### config.mk
export PLATFORM = sky130hd
export DESIGN_NAME = cte_exec
export DESIGN_NICKNAME = d
export VERILOG_FILES = /design/src/hdl/cte_pkg.sv /design/src/hdl/cte_flag_word.sv /design/src/hdl/cte_exec.sv
export VERILOG_INCLUDE_DIRS = /design/src /design/src/hdl
export SDC_FILE = /design/constraint.sdc
export NUM_CORES = 1
export LEC_CHECK = 0
export BUFFER_PORTS_ARGS = -buffer_cell sky130_fd_sc_hd__buf_2
export CORE_MARGIN = 8
export CORE_UTILIZATION = 51
export CTS_BUF_LIST = sky130_fd_sc_hd__clkbuf_4
export DETAILED_ROUTE_END_ITERATION = 7
export GPL_ROUTABILITY_DRIVEN = 1
export PLACE_DENSITY = 0.88
export SLEW_MARGIN = 20
export SYNTH_ARGS = -nofsm -noshare
export SYNTH_HDL_FRONTEND = slang
export SYNTH_SLANG_ARGS = --single-unit
### constraint.sdc
create_clock -name clk -period 2.7 [get_ports clk]
set_input_delay 0.135 -clock clk [delete_from_list [all_inputs] [get_ports clk]]
set_output_delay 0.135 -clock clk [all_outputs]
set_load 0.02 [all_outputs]
### src/hdl/cte_params.svh
// Opcodes, cycle counts, flag word layout and reset values of the transfer/exchange unit
`ifndef CTE_PARAMS_SVH
`define CTE_PARAMS_SVH
`define CTE_OPC_TEST_X 16'h2706
`define CTE_OPC_TEST_Y 16'h2716
`define CTE_OPC_TEST_Z 16'h2726
`define CTE_OPC_TEST_EXT 16'h2736
`define CTE_OPC_S2X 16'h274f
`define CTE_OPC_S2Y 16'h275f
`define CTE_OPC_S2Z 16'h276f
`define CTE_OPC_X2S 16'h374e
`define CTE_OPC_Y2S 16'h375e
`define CTE_OPC_Z2S 16'h376e
`define CTE_OPC_X2Y 16'h275c
`define CTE_OPC_X2Z 16'h276c
`define CTE_OPC_Y2X 16'h274d
`define CTE_OPC_Y2Z 16'h276d
`define CTE_OPC_Z2X 16'h274e
`define CTE_OPC_Z2Y 16'h275e
`define CTE_OPC_XKB 16'h37ac
`define CTE_OPC_YKB 16'h37ad
`define CTE_OPC_ZKB 16'h37ae
`define CTE_OPC_SWEX 16'h374c
`define CTE_OPC_SWEY 16'h375c
`define CTE_OPC_SWEZ 16'h376c
`define CTE_OPC_SWAB 16'h371a
`define CTE_OPC_SWDE 16'h277a
`define CTE_OPC_SWDX 16'h37cc
`define CTE_OPC_SWDY 16'h37dc
`define CTE_OPC_SWDZ 16'h37ec
`define CTE_OPC_WAIT 16'h27f3
`define CTE_NIB_IDX_BASE 4'h4
`define CTE_NIB_IDX_ALT 4'hc
`define CTE_CYC_TEST 4'h6
`define CTE_CYC_XFER 4'h2
`define CTE_CYC_WAIT 4'h8
`define CTE_CYC_BAD 4'h2
`define CTE_STACK_ADJ 20'h00002
`define CTE_FLAG_N 11
`define CTE_FLAG_Z 10
`define CTE_FLAG_V 9
`define CTE_FLAG_C 8
`define CTE_RESULT_HI 15
`define CTE_RESULT_LO 4
`define CTE_BANK_HI 3
`define CTE_BANK_LO 0
`define CTE_FLAG_RST 16'h0000
`define CTE_WORD_RST 16'h0000
`define CTE_BANK_RST 4'h0
`endif

### src/hdl/cte_pkg.sv
// Types of the transfer/exchange unit
package cte_pkg;
	typedef enum logic [2:0] {
		CTE_IDLE = 3'b001,
		CTE_EXEC = 3'b010,
		CTE_HALT = 3'b100
	} cte_state_type;
	typedef enum logic [3:0] {
		CTE_OP_NONE = 4'h0,
		CTE_OP_TEST = 4'h1,
		CTE_OP_S2I = 4'h2,
		CTE_OP_I2S = 4'h3,
		CTE_OP_COPY = 4'h4,
		CTE_OP_BANK2B = 4'h5,
		CTE_OP_SWEI = 4'h6,
		CTE_OP_SWDI = 4'h7,
		CTE_OP_SWAB = 4'h8,
		CTE_OP_SWDE = 4'h9,
		CTE_OP_WAIT = 4'ha
	} cte_op_type;
	typedef enum logic [2:0] {
		CTE_REG_A = 3'h0,
		CTE_REG_B = 3'h1,
		CTE_REG_E = 3'h2,
		CTE_REG_X = 3'h3,
		CTE_REG_Y = 3'h4,
		CTE_REG_Z = 3'h5,
		CTE_REG_STACK = 3'h6
	} cte_reg_type;
endpackage : cte_pkg

### src/hdl/cte_flag_word.sv
// Flag word register with result load, stack restore and word test updates
`timescale 1ns/10ps
`include "cte_params.svh"
module cte_flag_word (
	input wire logic clk,
	input wire logic rst,
	input wire logic testValid,
	input wire logic testNeg,
	input wire logic testZero,
	input wire logic resultValid,
	input wire logic [15:0] resultIn,
	input wire logic popAll,
	input wire logic popBank,
	input wire logic [15:0] popIn,
	output logic [15:0] flagWord
);
	import cte_pkg::*;
	logic [15:0] flag_reg;

	always_ff @(posedge clk) begin
		if (rst) begin
			flag_reg <= `CTE_FLAG_RST;
		end else if (popAll) begin
			flag_reg <= popIn; // see RULE8
		end else if (popBank) begin
			flag_reg[`CTE_BANK_HI:`CTE_BANK_LO] <= popIn[`CTE_BANK_HI:`CTE_BANK_LO]; // see RULE9
		end else if (resultValid) begin
			flag_reg[`CTE_RESULT_HI:`CTE_RESULT_LO] <= resultIn[`CTE_RESULT_HI:`CTE_RESULT_LO]; // see RULE7
		end else if (testValid) begin
			flag_reg[`CTE_FLAG_N] <= testNeg; // see RULE1
			flag_reg[`CTE_FLAG_Z] <= testZero;
			flag_reg[`CTE_FLAG_V] <= 1'b0;
			flag_reg[`CTE_FLAG_C] <= 1'b0;
		end
	end

	assign flagWord = flag_reg;
endmodule : cte_flag_word

### src/hdl/cte_exec.sv
// Decode and execution of word test, stack/index transfers, copies and exchanges
// Function
// RULE1: Word test sets N,Z, clears V,C; 6 cycles
// RULE2: Stack plus two into index; 2 cycles
// RULE3: Index minus two into stack; 2 cycles
// RULE4: First index copied to second or third
// RULE5: Other index copies move 20 bits unchanged
// RULE6: E swaps with chosen index word; 2 cycles
// RULE7: Result load changes flag bits 15:4 only
// RULE8: Stack restore replaces whole flag word
// RULE9: Bank restore changes program bank field only
// RULE10: Index bank to B low nibble, high cleared
// RULE11: Wait suspends until interrupt; other swaps 2 cycles
`timescale 1ns/10ps
`include "cte_params.svh"
module cte_exec (
	input wire logic clk,
	input wire logic rst,
	input wire logic opValid,
	input wire logic [15:0] opCode,
	output logic opReady,
	output logic opDone,
	output logic opIllegal,
	input wire logic [15:0] memWord,
	input wire logic irqPending,
	output logic haltActive,
	input wire logic regWrEn,
	input wire cte_pkg::cte_reg_type regWrSel,
	input wire logic [19:0] regWrData,
	input wire logic flagResultValid,
	input wire logic [15:0] flagResultIn,
	input wire logic flagPopAll,
	input wire logic flagPopBank,
	input wire logic [15:0] flagPopIn,
	output logic [7:0] accA,
	output logic [7:0] accB,
	output logic [15:0] accE,
	output logic [15:0] firstIndexWord,
	output logic [15:0] secondIndexWord,
	output logic [15:0] thirdIndexWord,
	output logic [3:0] firstIndexBank,
	output logic [3:0] secondIndexBank,
	output logic [3:0] thirdIndexBank,
	output logic [15:0] stackPointer,
	output logic [3:0] stackBankField,
	output logic [15:0] flagWord
);
	import cte_pkg::*;

	function automatic cte_op_type decodeOp(input logic [15:0] code);
		case (code)
			`CTE_OPC_TEST_X, `CTE_OPC_TEST_Y, `CTE_OPC_TEST_Z,
			`CTE_OPC_TEST_EXT: decodeOp = CTE_OP_TEST;
			`CTE_OPC_S2X, `CTE_OPC_S2Y, `CTE_OPC_S2Z: decodeOp = CTE_OP_S2I;
			`CTE_OPC_X2S, `CTE_OPC_Y2S, `CTE_OPC_Z2S: decodeOp = CTE_OP_I2S;
			`CTE_OPC_X2Y, `CTE_OPC_X2Z, `CTE_OPC_Y2X,
			`CTE_OPC_Y2Z, `CTE_OPC_Z2X, `CTE_OPC_Z2Y: decodeOp = CTE_OP_COPY;
			`CTE_OPC_XKB, `CTE_OPC_YKB, `CTE_OPC_ZKB: decodeOp = CTE_OP_BANK2B;
			`CTE_OPC_SWEX, `CTE_OPC_SWEY, `CTE_OPC_SWEZ: decodeOp = CTE_OP_SWEI;
			`CTE_OPC_SWDX, `CTE_OPC_SWDY, `CTE_OPC_SWDZ: decodeOp = CTE_OP_SWDI;
			`CTE_OPC_SWAB: decodeOp = CTE_OP_SWAB;
			`CTE_OPC_SWDE: decodeOp = CTE_OP_SWDE;
			`CTE_OPC_WAIT: decodeOp = CTE_OP_WAIT;
			default: decodeOp = CTE_OP_NONE;
		endcase
	endfunction : decodeOp

	function automatic logic [3:0] cycOf(input cte_op_type o);
		case (o)
			CTE_OP_TEST: cycOf = `CTE_CYC_TEST;
			CTE_OP_WAIT: cycOf = `CTE_CYC_WAIT;
			CTE_OP_NONE: cycOf = `CTE_CYC_BAD;
			default: cycOf = `CTE_CYC_XFER;
		endcase
	endfunction : cycOf

	// Index number from an opcode nibble relative to a base nibble
	function automatic logic [1:0] idxOf(input logic [3:0] nib, input logic [3:0] base);
		logic [3:0] diff;
		diff = nib - base;
		idxOf = diff[1:0];
	endfunction : idxOf

	cte_state_type state_reg;
	logic [3:0] cnt_reg;
	logic waitOp_reg;
	logic [7:0] accA_reg;
	logic [7:0] accB_reg;
	logic [15:0] accE_reg;
	logic [19:0] stack_reg;
	logic [19:0] idxFull [0:2];
	cte_op_type op;
	logic issue;
	logic [1:0] hiIdx;
	logic [1:0] loIdx;
	logic wrFree;

	assign op = decodeOp(opCode);
	assign opReady = (state_reg == CTE_IDLE);
	assign issue = opValid && opReady;
	assign opIllegal = issue && (op == CTE_OP_NONE);
	assign hiIdx = idxOf(opCode[7:4], (op == CTE_OP_SWDI) ? `CTE_NIB_IDX_ALT : `CTE_NIB_IDX_BASE);
	assign loIdx = idxOf(opCode[3:0], `CTE_NIB_IDX_ALT);
	assign wrFree = regWrEn && !issue;
	assign haltActive = (state_reg == CTE_HALT); // see RULE11

	// Sequencer: busy for the instruction's cycle count, then idle or suspended
	always_ff @(posedge clk) begin
		if (rst) begin
			state_reg <= CTE_IDLE;
		end else begin
			case (state_reg)
				CTE_IDLE: begin
					if (issue) begin
						state_reg <= CTE_EXEC;
					end
				end
				CTE_EXEC: begin
					if (cnt_reg == 4'h1) begin
						state_reg <= (waitOp_reg && !irqPending) ? CTE_HALT : CTE_IDLE; // see RULE11
					end
				end
				CTE_HALT: begin
					if (irqPending) begin
						state_reg <= CTE_IDLE;
					end
				end
				default: state_reg <= CTE_IDLE;
			endcase
		end
	end

	always_ff @(posedge clk) begin
		if (rst) begin
			cnt_reg <= 4'h0;
			waitOp_reg <= 1'b0;
		end else if (issue) begin
			cnt_reg <= cycOf(op) - 4'h1; // see RULE1
			waitOp_reg <= (op == CTE_OP_WAIT);
		end else if (state_reg == CTE_EXEC) begin
			cnt_reg <= cnt_reg - 4'h1;
		end
	end

	assign opDone = ((state_reg == CTE_EXEC) && (cnt_reg == 4'h1) && !(waitOp_reg && !irqPending))
		|| ((state_reg == CTE_HALT) && irqPending);

	// Index registers with their bank fields
	for (genvar gi = 0; gi < 3; gi++) begin : gIdx
		logic [19:0] full_reg;
		logic [19:0] full_next;
		always_comb begin
			full_next = full_reg;
			if (issue) begin
				case (op)
					CTE_OP_S2I: if (hiIdx == 2'(gi)) full_next = stack_reg + `CTE_STACK_ADJ; // see RULE2
					CTE_OP_COPY: if (hiIdx == 2'(gi)) full_next = idxFull[loIdx]; // see RULE4 see RULE5
					CTE_OP_SWEI: if (hiIdx == 2'(gi)) full_next[15:0] = accE_reg; // see RULE6
					CTE_OP_SWDI: if (hiIdx == 2'(gi)) full_next[15:0] = {accA_reg, accB_reg}; // see RULE11
					default: full_next = full_reg;
				endcase
			end else if (wrFree && (regWrSel == cte_reg_type'(3'(gi) + 3'h3))) begin
				full_next = regWrData;
			end
		end
		always_ff @(posedge clk) begin
			if (rst) begin
				full_reg <= {`CTE_BANK_RST, `CTE_WORD_RST};
			end else begin
				full_reg <= full_next;
			end
		end
		assign idxFull[gi] = full_reg;
	end

	always_ff @(posedge clk) begin
		if (rst) begin
			stack_reg <= {`CTE_BANK_RST, `CTE_WORD_RST};
		end else if (issue && (op == CTE_OP_I2S)) begin
			stack_reg <= idxFull[hiIdx] - `CTE_STACK_ADJ; // see RULE3
		end else if (wrFree && (regWrSel == CTE_REG_STACK)) begin
			stack_reg <= regWrData;
		end
	end

	// Accumulators A, B and E
	always_ff @(posedge clk) begin
		if (rst) begin
			accA_reg <= 8'(`CTE_WORD_RST >> 8);
			accB_reg <= 8'h00;
			accE_reg <= `CTE_WORD_RST;
		end else if (issue) begin
			case (op)
				CTE_OP_BANK2B: accB_reg <= {4'h0, idxFull[loIdx][19:16]}; // see RULE10
				CTE_OP_SWEI: accE_reg <= idxFull[hiIdx][15:0]; // see RULE6
				CTE_OP_SWDI: {accA_reg, accB_reg} <= idxFull[hiIdx][15:0]; // see RULE11
				CTE_OP_SWAB: begin
					accA_reg <= accB_reg; // see RULE11
					accB_reg <= accA_reg;
				end
				CTE_OP_SWDE: begin
					{accA_reg, accB_reg} <= accE_reg; // see RULE11
					accE_reg <= {accA_reg, accB_reg};
				end
				default: accE_reg <= accE_reg;
			endcase
		end else if (wrFree) begin
			case (regWrSel)
				CTE_REG_A: accA_reg <= regWrData[7:0];
				CTE_REG_B: accB_reg <= regWrData[7:0];
				CTE_REG_E: accE_reg <= regWrData[15:0];
				default: accE_reg <= accE_reg;
			endcase
		end
	end

	cte_flag_word uFlag (
		.clk(clk),
		.rst(rst),
		.testValid(issue && (op == CTE_OP_TEST)), // see RULE1
		.testNeg(memWord[15]),
		.testZero(memWord == 16'h0000),
		.resultValid(flagResultValid), // see RULE7
		.resultIn(flagResultIn),
		.popAll(flagPopAll), // see RULE8
		.popBank(flagPopBank), // see RULE9
		.popIn(flagPopIn),
		.flagWord(flagWord)
	);

	assign accA = accA_reg;
	assign accB = accB_reg;
	assign accE = accE_reg;
	assign {firstIndexBank, firstIndexWord} = idxFull[0];
	assign {secondIndexBank, secondIndexWord} = idxFull[1];
	assign {thirdIndexBank, thirdIndexWord} = idxFull[2];
	assign {stackBankField, stackPointer} = stack_reg;
endmodule : cte_exec

Word level (Yosys, flattened, before mapping)
Cells that the tools add are included.
{"block": "totals", "output_inout_bits": 132, "elab_cells": 211, "in_bits": 95, "regBits": 136}
{"block": "op_classes", "add_sub_neg": 6, "n_eq_ne": 71, "n_reduce_logical": 52, "n_bitwise": 2, "mux": 62, "n_lt_le_gt_ge": 2}
{"operator": "16-bit by 14-bit equality test with 1-bit output (second input constant)", "count": 28}
{"operator": "20-bit 2-to-1 mux", "count": 18}
{"operator": "16-bit case mux with 4 select lines", "count": 3}
{"operator": "16-bit 2-to-1 mux", "count": 10}
{"operator": "20-bit binary-select mux with 2-bit select", "count": 2}
{"operator": "8-bit 2-to-1 mux", "count": 6}
{"operator": "4-bit case mux with 10 select lines", "count": 1}
{"operator": "4-bit 2-to-1 mux", "count": 9}
{"operator": "16-bit case mux with 2 select lines", "count": 1}
{"operator": "4-bit case mux with 2 select lines", "count": 4}
{"operator": "8-bit case mux with 4 select lines", "count": 1}
{"operator": "3-bit inequality test (second input constant)", "count": 9}
{"operator": "8-bit case mux with 3 select lines", "count": 1}
{"operator": "2-bit nonzero test", "count": 11}
{"operator": "20-bit by 2-bit adder with 20-bit output (second input constant)", "count": 1}
{"operator": "20-bit by 2-bit subtractor with 20-bit output (second input constant)", "count": 1}
{"operator": "6-bit AND reduction", "count": 3}
{"operator": "4-bit by 3-bit equality test with 1-bit output (second input constant)", "count": 4}
{"operator": "16-bit logical NOT", "count": 1}
{"operator": "3-bit OR reduction", "count": 5}
{"operator": "1-bit logical AND", "count": 13}
{"operator": "3-bit equality test (second input constant)", "count": 4}
{"operator": "4-bit equality test (second input constant)", "count": 3}
{"operator": "12-bit 2-to-1 mux", "count": 1}
{"operator": "30 further kinds", "count": 55}

Longest topological paths before layout
{"block": "depth", "ltp_word": 9, "mapped_depth": 11, "ltp_nobuf": 8}

Hierarchy
Synthesis repeated with hierarchy kept, for this count alone.
{"block": "hier_totals", "cells_unflattened": 1087, "hier_area_um2": 8525.7}
{"module": "cte_exec", "instances": 1, "area_per_inst_um2": 7673.6, "seq_area_each_um2": 2402.3, "cells_per_inst": 995}
{"module": "cte_flag_word", "instances": 1, "area_per_inst_um2": 852.1, "seq_area_each_um2": 320.3, "cells_per_inst": 92}

Worst setup path before layout
Ideal clock, no wire load.
{"block": "synth_timing", "path_kind": "reg2out", "start": "register state_reg[0]", "end": "output port opIllegal", "setup_slack_ns": -0.001, "arrival_time_ns": 2.566, "path_stages_with_launch": 7, "n_path_buf": 3, "cell_sequence": "dfxtp_1 nor3b_1 nand2_1 clkbuf_1 buf_1 buf_1 nor4_1"}
{"block": "synth_between", "elab_chain_cells": 3}
{"element": "from (decl)", "line": "cte_exec.sv:84", "rtl": "cte_state_type state_reg;"}
{"element": "from (signal assigned)", "line": "cte_exec.sv:120", "rtl": "state_reg <= (waitOp_reg && !irqPending) ? CTE_HALT : CTE_IDLE;"}
{"element": "3-bit by 1-bit equality test with 1-bit output", "line": "cte_exec.sv:99", "rtl": "assign opReady = (state_reg == CTE_IDLE);"}
{"element": "named net opReady", "line": "cte_exec.sv:21", "rtl": "output logic opReady,"}
{"element": "1-bit logical AND", "line": "cte_exec.sv:100", "rtl": "assign issue = opValid && opReady;"}
{"element": "1-bit logical AND", "line": "cte_exec.sv:101", "rtl": "assign opIllegal = issue && (op == CTE_OP_NONE);"}
{"element": "to (decl)", "line": "cte_exec.sv:23", "rtl": "output logic opIllegal,"}
The timed path passes the listed nets, and every way through them passes these cells.

Worst setup path in the final report
{"block": "layout_timing", "start": "register state_reg[0]", "end": "output port opIllegal"}
{"block": "layout_between", "elab_chain_cells": 3}
{"element": "3-bit by 1-bit equality test with 1-bit output", "line": "cte_exec.sv:99"}
{"element": "1-bit logical AND", "line": "cte_exec.sv:100"}
{"element": "1-bit logical AND", "line": "cte_exec.sv:101"}
No other way between the ends.

==> metrics <==
hold endpoint=uFlag.flagWord[11]; antenna violations before repair=2; #FFs+latches synth=136; Top FF cell, synth=dfxtp_1; reg2reg start=stack_reg[1]; status=completed; Crit-path slowest cell=dfxtp_1; share of cells above drive strength 1=0.270; EDFF count, synth=0; PnR worst setup slack=0.101 ns; H-tree Lvls=4; f_max=slightly below 400 MHz; Cells on Worst Hold Path=5; Seq/Total Area, Yosys=0.286; Clock Tree Root=clkbuf_4; Power Density=494 nW/µm²; Worst IR Drop VDD=between 0.3 and 0.4 mV; dpl ws=-0.0891 ns; Initial DRC Count=between 1.5k and 2k; worst-margin pin slew=1.15 ns; die area=between 20000 and 25000 µm²; CTS Sinks=around 140; crit share post-route=0.963; post-synth top area cell=dfxtp_1; TritonCTS clock tree=built; R2R cell count=8; Setup Viol. Count Final=0; count of different cell masters after synthesis=approximately 90; leakage=4.94 nW; CP Buf/Inv Count=3; Ports=about 230; drt total wl=approximately 41000 µm; Hold Path Origin=flagResultIn[11]; ys async rst share=0; Core Box Area=~19000 µm²; Yosys top cell area share=0.286; Residual DRC=0; Max-Cap Viols=0; clk_lat worst skew=0.57 ns; post-route minimum period=~2.6 ns; Synth Warn #=0; Port Buffers=222; clk buf depth=2; CP delay by family, top=simple AND/OR/NAND/NOR gates; Cells after Synth=around 1.2k; Syn Nets=approximately 1.3k; Worst EP arrival=around 2.5 ns; most frequent cells in the layout=buf_2, dfxtp_1, a21oi_1, nor2_1, nand2_1; CTS buffer count=17; CP most frequent cell=buf_4; leading cell type in the layout, fill and taps excluded=buf_2; Worst R2R End=gIdx[2].full_reg[15]; chip height=153 µm; DRT Pass-1 Iters=7; max reg flops=60; Initial Util=0.514; Fin Setup TNS=0 ns; Max FO, Critical Path=26; Layout Skew=roughly 0.023 ns; max incr delay on CP=about 0.40 ns; Vias=approximately 12k; slew margin rel.=0.232; Cell Chain, Critical Path=nor3b_4 > nand2_4 > buf_4 > buf_4 > nor4_4 > buf_2; final slew viol count=0; Crit. End Element=output pin; endpoints failing hold=0; unrepaired setup endpoints after global routing=false; crit start category=flop; # nets final=around 1.6k; DRT antenna net count=0; R2R Setup Slk=0.18 ns; Overall Global Routing Usage=0.333; Die X=between 150 and 200 µm; worst hold path class=input pin to flop; Post-Synthesis Cell Area=9520 µm²; top cells by area, synth=dfxtp_1, mux2i_1, a21oi_1; vias in the first global route=between 10k and 15k; routability cong.=around 1.1; CTS clk-pin slew, worst paths=0.14 ns; area delta synth->final=27.6%; CP required=approximately 2.6 ns; Fillers=between 1.5k and 2k; Site Rows=50; syn_area_per_cell=roughly 7.9 µm²; drt wl/cell=23.3 µm; Post-DP HPWL=~29000 µm; vias per std cell=6.71; pin count of the biggest net entering global routing=79; kind of critical path=flop to output pin; first-pass GRT wire length=62500 µm; GRT overflow=0
-- repair_timing --
action,in CTS,in global routing
endpoints found under the hold margin,51,0
endpoints found under the setup margin,4,22
setup buffers,0,3
hold buffers,57,0
gates resized for setup,4,4
pin swaps,0,1
-- metrics by stage --
stage	utilization	instance area [µm²]	std cells	power [mW]	hold slack, ns
finish	0.656	12100	1742	6.00	0.0613
global route	0.656	12100	1742	6.21	0.109
CTS	0.653	12100	1736	5.90	0.00541
detailed placement	0.603	11200	1647	4.26	0.406
global placement	0.603	11200	1647	4.23	0.401
floorplan	-	9520	1208	3.54	0.279
-- cells by family (layout without fill, tap and decap cells) --
kind of cell,after synthesis,count (layout),share of synthesized area
AOI/OAI and AO/OA,391,391,0.292
xor gates and xnor gates,28,28,0.0258
adders and majority gates,4,4,0.00526
buffers and inverters,118,416,0.0564
DFF,136,136,0.286
muxes,73,73,0.0768
other,0,2,0
and+or+nand+nor,458,458,0.257
-- Yosys cell counts, types with 9 or more instances --
cell type / n
nor2_1: 105
a311oi_1: 9
nand2_1: 88
a21o_1: 9
a2bb2oi_1: 16
xor2_1: 12
clkbuf_1: 61
mux2i_1: 73
nor2b_1: 17
xnor2_1: 16
nor3_1: 81
dfxtp_1: 136
nor4_1: 22
o21ai_0: 62
and2_1: 10
inv_1: 15
a221oi_1: 19
nand3_1: 39
buf_2: 27
o221ai_1: 14
o22ai_1: 11
nand4_1: 11
o211ai_1: 9
nand2b_1: 20
a21oi_1: 111
a211oi_1: 43
a22oi_1: 9
-- worst max-delay path by stage --
stage,start,end,slack [ns],cells after the start
floorplan,state_reg[0],opIllegal,0.32,6
global placement,opCode[14],gIdx[1].full_reg[11],-0.007,8
detailed placement,opCode[14],gIdx[1].full_reg[11],-0.09,8
CTS,state_reg[0],opIllegal,0.06,6
global route,state_reg[0],opIllegal,0.02,6
finish,state_reg[0],opIllegal,0.10,6
-- per-layer routing --
metal / vias up / part of all wire / GRT usage
met2: 876 / 0.45 / 0.530
met5: - / 0 / 0
met1: 5441 / 0.38 / 0.399
met4: 0 / 0.066 / 0.202
met3: 222 / 0.11 / 0.0831
li1: 5156 / - / -
-- power breakdown --
group / total (mW) / internal (mW) / switching (mW)
clock: 1.61 / 0.750 / 0.859
combinational: 2.01 / 0.779 / 1.23
sequential: 2.38 / 2.17 / 0.205
total: 6.00 / 3.70 / 2.30
-- cell type report --
class	count	area, µm²	share of cell area
Multi-Input combinational cell	954	6330	0.521
Clock buffer	18	135	0.0111
Clock inverter	14	193	0.0159
Tap cell	234	293	0.0241
Timing Repair Buffer	369	2410	0.199
Inverter	15	56.3	0.00463
Sequential cell	136	2720	0.224
Antenna cell	2	5.00	0.000412
-- tightest hold or removal path, cell delays in order --
cell and delay, ns:
buf_2 0.08, mux2i_1 0.05, o21ai_0 0.18, mux2i_1 0.08
nor2_1 0.08
No activity file was read; power rests on OpenSTA's default activity.
